<file path="src/common/fsb_regs.svh">
// Constants of the flexible serial block: reset values, counter top, edge counts per byte and the output bit position.
// Assumes inclusion by bare name from the package and the design files.
`ifndef FSB_REGS_SVH
`define FSB_REGS_SVH

`define FSB_DATA_RST 8'h00
`define FSB_CNT_RST 4'h0
`define FSB_CNT_TOP 4'hF
`define FSB_MSB_POS 7
`define FSB_CNT_BYTE_EXT 16
`define FSB_CNT_BYTE_INT 8

`endif

</file>
<file path="src/common/fsb_pkg.sv">
// Types shared by the flexible serial block.
// Assumes the constants header is on the include path.
`include "fsb_regs.svh"

package fsb_pkg;

    // Shift clock source, as software selects it.
    typedef enum logic [1:0] {
        FSB_SRC_PIN = 2'h0,
        FSB_SRC_TIMER = 2'h1,
        FSB_SRC_SOFT = 2'h2
    } fsb_clk_src_e;

    // Wire mode of the output stage.
    typedef enum logic {
        FSB_WIRE_THREE = 1'h0,
        FSB_WIRE_TWO = 1'h1
    } fsb_wire_e;

endpackage

</file>
<file path="src/verilog/fsb_sync.sv">
// Two-stage synchroniser for pins that arrive from outside the clock domain.
// Assumes a single clock and a synchronous active-high reset.
`timescale 1ns/1ps

module fsb_sync #(
    parameter int W = 1,
    parameter logic [W-1:0] RST_VAL = '1
) (
    input wire logic clk_sys,
    input wire logic srst,
    input wire logic [W-1:0] async_in,
    output logic [W-1:0] sync_out
);

    // Elaboration check: a synchroniser needs at least one bit.
    if (W < 1) begin : g_bad_width
        $error("fsb_sync: width must be at least one");
    end

    logic [W-1:0] meta_q;

    // The first stage feeds only the second; nothing else looks at it.
    always_ff @(posedge clk_sys) begin
        if (srst) begin
            meta_q <= RST_VAL;
            sync_out <= RST_VAL;
        end else begin
            meta_q <= async_in;
            sync_out <= meta_q;
        end
    end

endmodule

</file>
<file path="src/verilog/fsb_top.sv">
// Flexible serial block: shift register, edge counter, clock selection and
// the two-wire clock control with start detection.
// Assumes the processor side runs on clk_sys; serial pins are asynchronous.
`timescale 1ns/1ps
`include "fsb_regs.svh"

module fsb_top #(
    parameter int DATA_W = 8,
    parameter int CNT_W = 4
) (
    input wire logic clk_sys,
    input wire logic srst,
    input wire logic data_wr,
    input wire logic [DATA_W-1:0] data_wdata,
    output logic [DATA_W-1:0] shift_data_reg,
    input wire logic cnt_wr,
    input wire logic [CNT_W-1:0] cnt_wdata,
    output logic [CNT_W-1:0] cnt_value,
    input wire fsb_pkg::fsb_wire_e wire_mode,
    input wire fsb_pkg::fsb_clk_src_e clk_src,
    input wire logic clock_edge_select,
    input wire logic timer0_match,
    input wire logic soft_strobe,
    input wire logic ovf_clear,
    input wire logic start_clear,
    input wire logic ovf_irq_en,
    input wire logic start_irq_en,
    input wire logic hold_after_start,
    input wire logic hold_after_ovf,
    input wire logic deep_sleep,
    input wire logic serial_in_pin,
    input wire logic serial_clock_pin,
    output logic counter_overflow_flag,
    output logic start_detect_flag,
    output logic irq_req,
    output logic wake_req,
    output logic three_wire_out,
    output logic sda_o,
    output logic sda_oe_n,
    output logic scl_o,
    output logic scl_oe_n
);

    // Elaboration check: the byte size and the counter width must match.
    // The reset values and the output bit position are fixed for an 8-bit byte.
    if (DATA_W != `FSB_MSB_POS + 1 || CNT_W < 1 || (1 << CNT_W) != 2 * DATA_W) begin : g_bad_params
        $error("fsb_top: byte width or counter width not supported");
    end

    logic sck_s;
    logic din_s;
    logic sck_prev_q;
    logic din_prev_q;
    logic sck_rise;
    logic sck_fall;
    logic sample_edge;
    logic int_strobe;
    logic shift_evt;
    logic cnt_evt;
    logic cnt_wrap;
    logic start_cond;
    logic latch_open;
    logic pending;
    logic two_wire;

    // True when the source is generated inside the chip, not by the pin.
    function automatic logic is_internal(input fsb_pkg::fsb_clk_src_e src);
        return src != fsb_pkg::FSB_SRC_PIN;
    endfunction

    // Pins are synchronised; only the second stage reaches the logic below.
    fsb_sync #(
        .W(2),
        .RST_VAL(2'h3)
    ) u_sync (
        .clk_sys(clk_sys),
        .srst(srst),
        .async_in({serial_clock_pin, serial_in_pin}),
        .sync_out({sck_s, din_s})
    );

    // Previous pin levels for edge finding.
    always_ff @(posedge clk_sys) begin
        if (srst) begin
            sck_prev_q <= 1'h1;
            din_prev_q <= 1'h1;
        end else begin
            sck_prev_q <= sck_s;
            din_prev_q <= din_s;
        end
    end

    assign two_wire = wire_mode == fsb_pkg::FSB_WIRE_TWO;
    assign sck_rise = sck_s && !sck_prev_q;
    assign sck_fall = !sck_s && sck_prev_q;
    assign sample_edge = clock_edge_select ? sck_fall : sck_rise;
    assign int_strobe = (clk_src == fsb_pkg::FSB_SRC_TIMER && timer0_match) ||
                        (clk_src == fsb_pkg::FSB_SRC_SOFT && soft_strobe);
    assign shift_evt = is_internal(clk_src) ? int_strobe : sample_edge;
    assign cnt_evt = is_internal(clk_src) ? int_strobe : (sck_rise || sck_fall);
    assign cnt_wrap = cnt_evt && !cnt_wr && cnt_value == `FSB_CNT_TOP;
    // start is SDA falling while SCL stays high
    assign start_cond = two_wire && !din_s && din_prev_q && sck_s && sck_prev_q;
    // latch open in the output phase of the pin clock
    assign latch_open = is_internal(clk_src) || (sck_s == clock_edge_select);
    assign pending = (counter_overflow_flag && ovf_irq_en) ||
                     (start_detect_flag && start_irq_en);

    // Shift register: a processor write wins over a shift in the same cycle.
    always_ff @(posedge clk_sys) begin
        if (srst) begin
            shift_data_reg <= `FSB_DATA_RST;
        end else if (data_wr) begin
            shift_data_reg <= data_wdata;
        end else if (shift_evt) begin
            shift_data_reg <= {shift_data_reg[DATA_W-2:0], din_s};
        end
    end

    // Edge counter; a write from software takes the counter that cycle.
    always_ff @(posedge clk_sys) begin
        if (srst) begin
            cnt_value <= `FSB_CNT_RST;
        end else if (cnt_wr) begin
            cnt_value <= cnt_wdata;
        end else if (cnt_evt) begin
            cnt_value <= cnt_value + 1'h1;
        end
    end

    // Sticky flags: an event in the clearing cycle keeps the flag set.
    always_ff @(posedge clk_sys) begin
        if (srst) begin
            counter_overflow_flag <= 1'h0;
            start_detect_flag <= 1'h0;
        end else begin
            if (cnt_wrap) begin
                counter_overflow_flag <= 1'h1;
            end else if (ovf_clear) begin
                counter_overflow_flag <= 1'h0;
            end
            if (start_cond) begin
                start_detect_flag <= 1'h1;
            end else if (start_clear) begin
                start_detect_flag <= 1'h0;
            end
        end
    end

    // Output latch: with the pin clock, only moves in the phase opposite the sampling edge; an internal source keeps it open.
    // Leaving two-wire mode lets go of SDA at once, so a parked clock cannot hold it low.
    always_ff @(posedge clk_sys) begin
        if (srst) begin
            three_wire_out <= 1'h1;
            sda_oe_n <= 1'h1;
        end else begin
            if (latch_open && !two_wire) begin
                three_wire_out <= shift_data_reg[`FSB_MSB_POS];
            end
            if (!two_wire) begin
                sda_oe_n <= 1'h1;
            end else if (latch_open) begin
                sda_oe_n <= shift_data_reg[`FSB_MSB_POS];
            end
        end
    end

    // Open-drain lines only ever pull low, so their data outputs stay zero.
    always_ff @(posedge clk_sys) begin
        if (srst) begin
            sda_o <= 1'h0;
            scl_o <= 1'h0;
        end else begin
            sda_o <= 1'h0;
            scl_o <= 1'h0;
        end
    end

    // wait states hold SCL low
    // The hold ends when software clears the flag or its hold enable, or leaves two-wire mode, as a slave must.
    always_ff @(posedge clk_sys) begin
        if (srst) begin
            scl_oe_n <= 1'h1;
        end else begin
            scl_oe_n <= !(two_wire && ((hold_after_start && start_detect_flag) ||
                                       (hold_after_ovf && counter_overflow_flag)));
        end
    end

    // wake depends on wire mode
    // A deep sleep leaves only the two-wire events able to wake the core.
    always_ff @(posedge clk_sys) begin
        if (srst) begin
            irq_req <= 1'h0;
            wake_req <= 1'h0;
        end else begin
            irq_req <= pending;
            wake_req <= pending && (two_wire || !deep_sleep);
        end
    end
endmodule

</file>
<file path="config.mk">
export PLATFORM = sky130hd
export DESIGN_NAME = fsb_top
export DESIGN_NICKNAME = d
export VERILOG_FILES = /design/src/common/fsb_pkg.sv /design/src/verilog/fsb_sync.sv /design/src/verilog/fsb_top.sv
export VERILOG_INCLUDE_DIRS = /design/src /design/src/common
export SDC_FILE = /design/constraint.sdc
export NUM_CORES = 1
export LEC_CHECK = 0
export BUFFER_PORTS_ARGS = -buffer_cell sky130_fd_sc_hd__buf_2
export CAP_MARGIN = 20
export CORE_MARGIN = 5
export CORE_UTILIZATION = 30
export DETAILED_ROUTE_END_ITERATION = 12
export PLACE_DENSITY = 0.56
export REMOVE_ABC_BUFFERS = 1
export SLEW_MARGIN = 20
export SYNTH_ARGS = -nofsm -noshare
export SYNTH_HDL_FRONTEND = slang
export SYNTH_SLANG_ARGS = --single-unit
</file>
<file path="constraint.sdc">
create_clock -name clk_sys -period 2.3 [get_ports clk_sys]
set_input_delay 0.23 -clock clk_sys [delete_from_list [all_inputs] [get_ports clk_sys]]
set_output_delay 0.23 -clock clk_sys [all_outputs]
set_load 0.02 [all_outputs]
</file>
=== Yosys cells after proc, flatten, opt, wreduce, memory -nomap -nowiden ===
Cells that the tools add are included.

* Flip-flop bits (word level): 25
* Logic and storage cells: 66

* Bitwise operators: 1
* $add $sub $neg: 1
* Reduce and logical (&&, ||, !) cells: 36
* Muxes and demuxes: 11
* Equality and inequality tests: 4

{| class="wikitable"
|+ Operators with widths
! cell !! count
|-
| $logic_and 1x1->1 || 17
|-
| $mux 8 || 2
|-
| $reduce_bool 2->1 || 5
|-
| $mux 4 || 2
|-
| $logic_not 1->1 || 7
|-
| $mux 1 || 7
|-
| $logic_or 1x1->1 || 6
|-
| $add 4x1->4 const B || 1
|-
| $eq 4x4->1 const B || 1
|-
| $eq 2x1->1 const B || 1
|-
| $eq 2x2->1 const B || 1
|-
| $reduce_or 2->1 || 1
|-
| $eq 1x1->1 || 1
|-
| $not 1->1 || 1
|}

=== Depth between registers and ports, before layout ===
* Depth in word-level cells: 7
* Mapped depth: 7
* Depth with buffers taken out: 6

=== Cells and area by module ===
From an unflattened synthesis, not the netlist that was laid out.

* Cells, all modules: 126
* Area total of the unflattened synthesis: 1258.7 µm²

{| class="wikitable"
|+ By module, submodules not included
! module !! area each (µm²) !! cells each !! times used
|-
| fsb_top || 1153.6 || 118 || 1
|-
| fsb_sync || 105.1 || 8 || 1
|}

=== Least setup slack after synthesis ===
OpenSTA, ideal clock, no wires.

* Path type: register to register
* Start point: register u_sync.sync_out[1]
* End point: register shift_data_reg[7]
* Arrival time: 1663 ps
* Slack: 495 ps
* Cell stages (with the launch flop): 8
* Period minus slack after synthesis: 1805 ps
* Required time: 2158 ps
* Path through: dfxtp_1 -> inv_1 -> ha_1 -> mux2_4 -> a2111o_1 -> buf_6 -> nor2_1 -> a211oi_2

* Word-level cells in the longest chain between the ends: 5
* Elaborated cells on any way between the ends: 6
* Classes of those cells: mux (2); reduce/logical (4)

{| class="wikitable"
|+ RTL lines
! element !! RTL line !! RTL
|-
| start, declared || fsb_sync.sv:12 || <nowiki>output logic [W-1:0] sync_out</nowiki>
|-
| start signal, assigned || fsb_sync.sv:29 || <nowiki>sync_out <= meta_q;</nowiki>
|-
| $logic_not 1->1 || fsb_top.sv:95 || <nowiki>assign sck_fall = !sck_s && sck_prev_q;</nowiki>
|-
| $logic_and 1x1->1 || fsb_top.sv:95 ||
|-
| $mux 1 (*) || fsb_top.sv:96 || <nowiki>assign sample_edge = clock_edge_select ? sck_fall : sck_rise;</nowiki>
|-
| $mux 1 (*) || fsb_top.sv:99 || <nowiki>assign shift_evt = is_internal(clk_src) ? int_strobe : sample_edge;</nowiki>
|-
| $reduce_bool 2->1 (no line) (*) || - ||
|-
| end signal, assigned || fsb_top.sv:112 || <nowiki>shift_data_reg <= `FSB_DATA_RST;</nowiki>
|-
| end signal, assigned || fsb_top.sv:114 || <nowiki>shift_data_reg <= data_wdata;</nowiki>
|-
| end signal, assigned || fsb_top.sv:116 || <nowiki>shift_data_reg <= {shift_data_reg[DATA_W-2:0], din_s};</nowiki>
|-
| end, declared || fsb_top.sv:15 || <nowiki>output logic [DATA_W-1:0] shift_data_reg,</nowiki>
|}

Mark *: on every way between the ends. The rest lies on a longest branch, timed or not.
A chain may end at the register's enable or synchronous reset.

=== Worst setup path after layout ===
* Start point: register u_sync.sync_out[1]
* End point: register shift_data_reg[4]

Same word-level chain as after synthesis.

==> flow_summary.json <==
{
  "fin_crit_sh_pct": 87.76,
  "grt_pass1_wl_um": 4505,
  "first_pass_iters": 4,
  "slew_headroom_pct": 60.73,
  "dieWidth_um": 73.08,
  "route.detailed.drc": 0,
  "vias": 1041,
  "cp.arrival_ns": 2.15,
  "cts-root-buf": "clkbuf_8",
  "drtIter0Drc": 29,
  "place.gp.congestion": 0.7321,
  "worst_ep_required_time_ns": 2.43,
  "largest_reg_flops": 8,
  "hold_ws_ns": 0.1428,
  "drive_gt1_share_pct": 40.83,
  "wl_per_cell_um": 12.73,
  "syn_area_per_cell_um2": 9.704,
  "grt_max_degree": 27,
  "ctsHoldBuffers": 0,
  "reg2reg_slack_ns": 0.28,
  "finalSetupViolations": 0,
  "worst_slew_pin_slew_ns": 0.5891,
  "status": "finished, final reports clean",
  "r2r-start": "u_sync.sync_out[1]",
  "grt_pass1_vias": 1036,
  "core_area_um2": 3914,
  "peakVddDrop_mv": 0.2411,
  "fillCellCount": 437,
  "initial_core_util_pct": 30.50,
  "clkLatencyLatePin_ns": 0.27,
  "clock-sinks": 25,
  "synth_top_cell_by_area": "dfxtp_1",
  "post_cts_buffers": 0,
  "p_leak_nw": 0.7197,
  "synthCells": 123,
  "io_buffers": 49,
  "die_area_um2": 5340,
  "clkSlewWorstSetupHoldPaths_ns": 0.08,
  "synth_cell_types": 36,
  "ff_latch_area_um2": 500.5,
  "synth_area_leaders": "dfxtp_1 42%, a211oi_2 8.4%, mux2i_1 6.7%, nor2_1 3.8%, nor2b_1 3.7%",
  "finalNetCount": 204,
  "crit_path_start_kind": "flip-flop",
  "synth-edff-count": 0,
  "cellPowerDensity_nw_per_um2": 612.1,
  "reg2reg_depth": 6,
  "rows": 23,
  "syn_area_um2": 1194,
  "place_hpwl_um": 2142,
  "ys_ff_latch": 25,
  "grt.total_usage_pct": 10.54,
  "cts_resized": 0,
  "syn_to_final_growth_pct": 26.10,
  "die_h_um": 73.08,
  "fmax_ghz": 0.4954,
  "rsz0062_at_grt": "false",
  "antenna_found_initial": 0,
  "layout_commonest_cell": "buf_2",
  "finalMaxSlewViolations": 0,
  "async_flop_share_pct": 0,
  "wl_um": 2788,
  "skew_ns": 0.004880,
  "rr_endpoint": "shift_data_reg[4]",
  "cts_tree": "built",
  "final_cell_mix": "49 x buf_2, 25 x dfxtp_1, 12 x nor2_1",
  "path_max_fanout": 16,
  "ys_warn_count": 0,
  "crit_type": "reg2reg",
  "fin_tns_setup_ns": 0,
  "fin_util_pct": 38.46,
  "grt-ovfl-total": 0,
  "crit_path_end_kind": "flip-flop",
  "synth_top_area_share_pct": 41.93,
  "ys.flop_type": "dfxtp_1",
  "htree_levels": 1,
  "cap_violations": 0,
  "hold_violations": 0,
  "ys_seq_area_share_pct": 41.93,
  "multi_input_area_um2": 631.9,
  "holdPathStages": 2,
  "cts_buffer_depth": 2,
  "antenna_cells": 0,
  "cts-buffers-inserted": 3,
  "hold_end": "u_sync.meta_q[0]",
  "io_pins": 52,
  "postRouteAntennaNets": 0,
  "fin_crit_ns": 2.019,
  "hold_path.class": "in2reg",
  "avgViaCountPerCell": 4.753,
  "hold_start": "serial_in_pin"
}
synth_stat cells (2+ instances only):
cell type and number:
and3b_1 2, buf_4 2, nor2_1 12, nor2b_1 7
a2111oi_0 2, a21oi_1 4, clkbuf_1 4, and3_1 2
mux2i_1 8, or2_2 6, a211oi_2 8, nand2_1 4
dfxtp_1 25, nand3_1 5, a211o_1 2, a311oi_1 2
ha_1 3, inv_1 5, nand2b_1 2, nor3_1 2
where the power goes:
| group | switching (mW) | internal, mW | total (mW) |
|---|---|---|---|
| registers | 0.0201 | 0.459 | 0.480 |
| logic | 0.105 | 0.0772 | 0.182 |
| clock network | 0.139 | 0.121 | 0.260 |
through the flow:
stage          power [mW]  instance area [um^2]  instances  setup slack (ns)
3_3_place_gp       0.6673                  1459        215            0.3752
4_1_cts            0.9341                  1505        219            0.2624
5_1_grt            0.9660                  1505        219            0.1382
2_1_floorplan      0.5938                  1151        116            0.4509
6_report           0.9214                  1505        219            0.2815
3_5_place_dp       0.6742                  1459        215            0.2919
cells by family (layout without fill, tap and decap cells):
logic type | count (synthesis) | in the layout | synth area share, %
buffers and inverters | 13 | 58 | 5.450
multiplexers | 9 | 9 | 7.966
adder cells (fa/ha/maj) | 3 | 3 | 3.145
AND/OR/NAND/NOR | 47 | 47 | 21.70
AO/OA/AOI/OAI | 24 | 24 | 18.76
XOR/XNOR | 1 | 1 | 0.7339
other | 1 | 2 | 0.3142
flip-flops | 25 | 25 | 41.93
worst max-delay path, cell delays in order (launching register included):
cell and delay, ns:
dfxtp_1 0.41, inv_1 0.07, ha_1 0.20, mux2_4 0.25, a2111o_1 0.67, nor2_1 0.22
a211oi_2 0.06
layer usage:
metal	up-vias	global-route usage, %	part of all wire, %
met5	-	0	0
met3	2	2.617	4.6
met2	22	18.37	51
li1	528	-	-
met4	0	4.303	0.68
met1	489	12.18	44
final cells by class:
type / instances / share of cell area (%)
clock inverters: 1 / 0.3325
multi-input cells: 86 / 41.98
flip-flops and latches: 25 / 33.25
repair buffers: 49 / 16.29
well taps: 50 / 4.156
inverters: 5 / 1.247
clock buffers: 3 / 2.743
worst max path at each step:
stage                            start           endpoint
floorplan           u_sync.sync_out[1]  shift_data_reg[0]
CTS                 u_sync.sync_out[1]  shift_data_reg[4]
global route        u_sync.sync_out[1]  shift_data_reg[4]
finish              u_sync.sync_out[1]  shift_data_reg[4]
global placement    u_sync.sync_out[1]  shift_data_reg[3]
detailed placement  u_sync.sync_out[1]  shift_data_reg[4]
No activity file was read; power rests on OpenSTA's default activity.
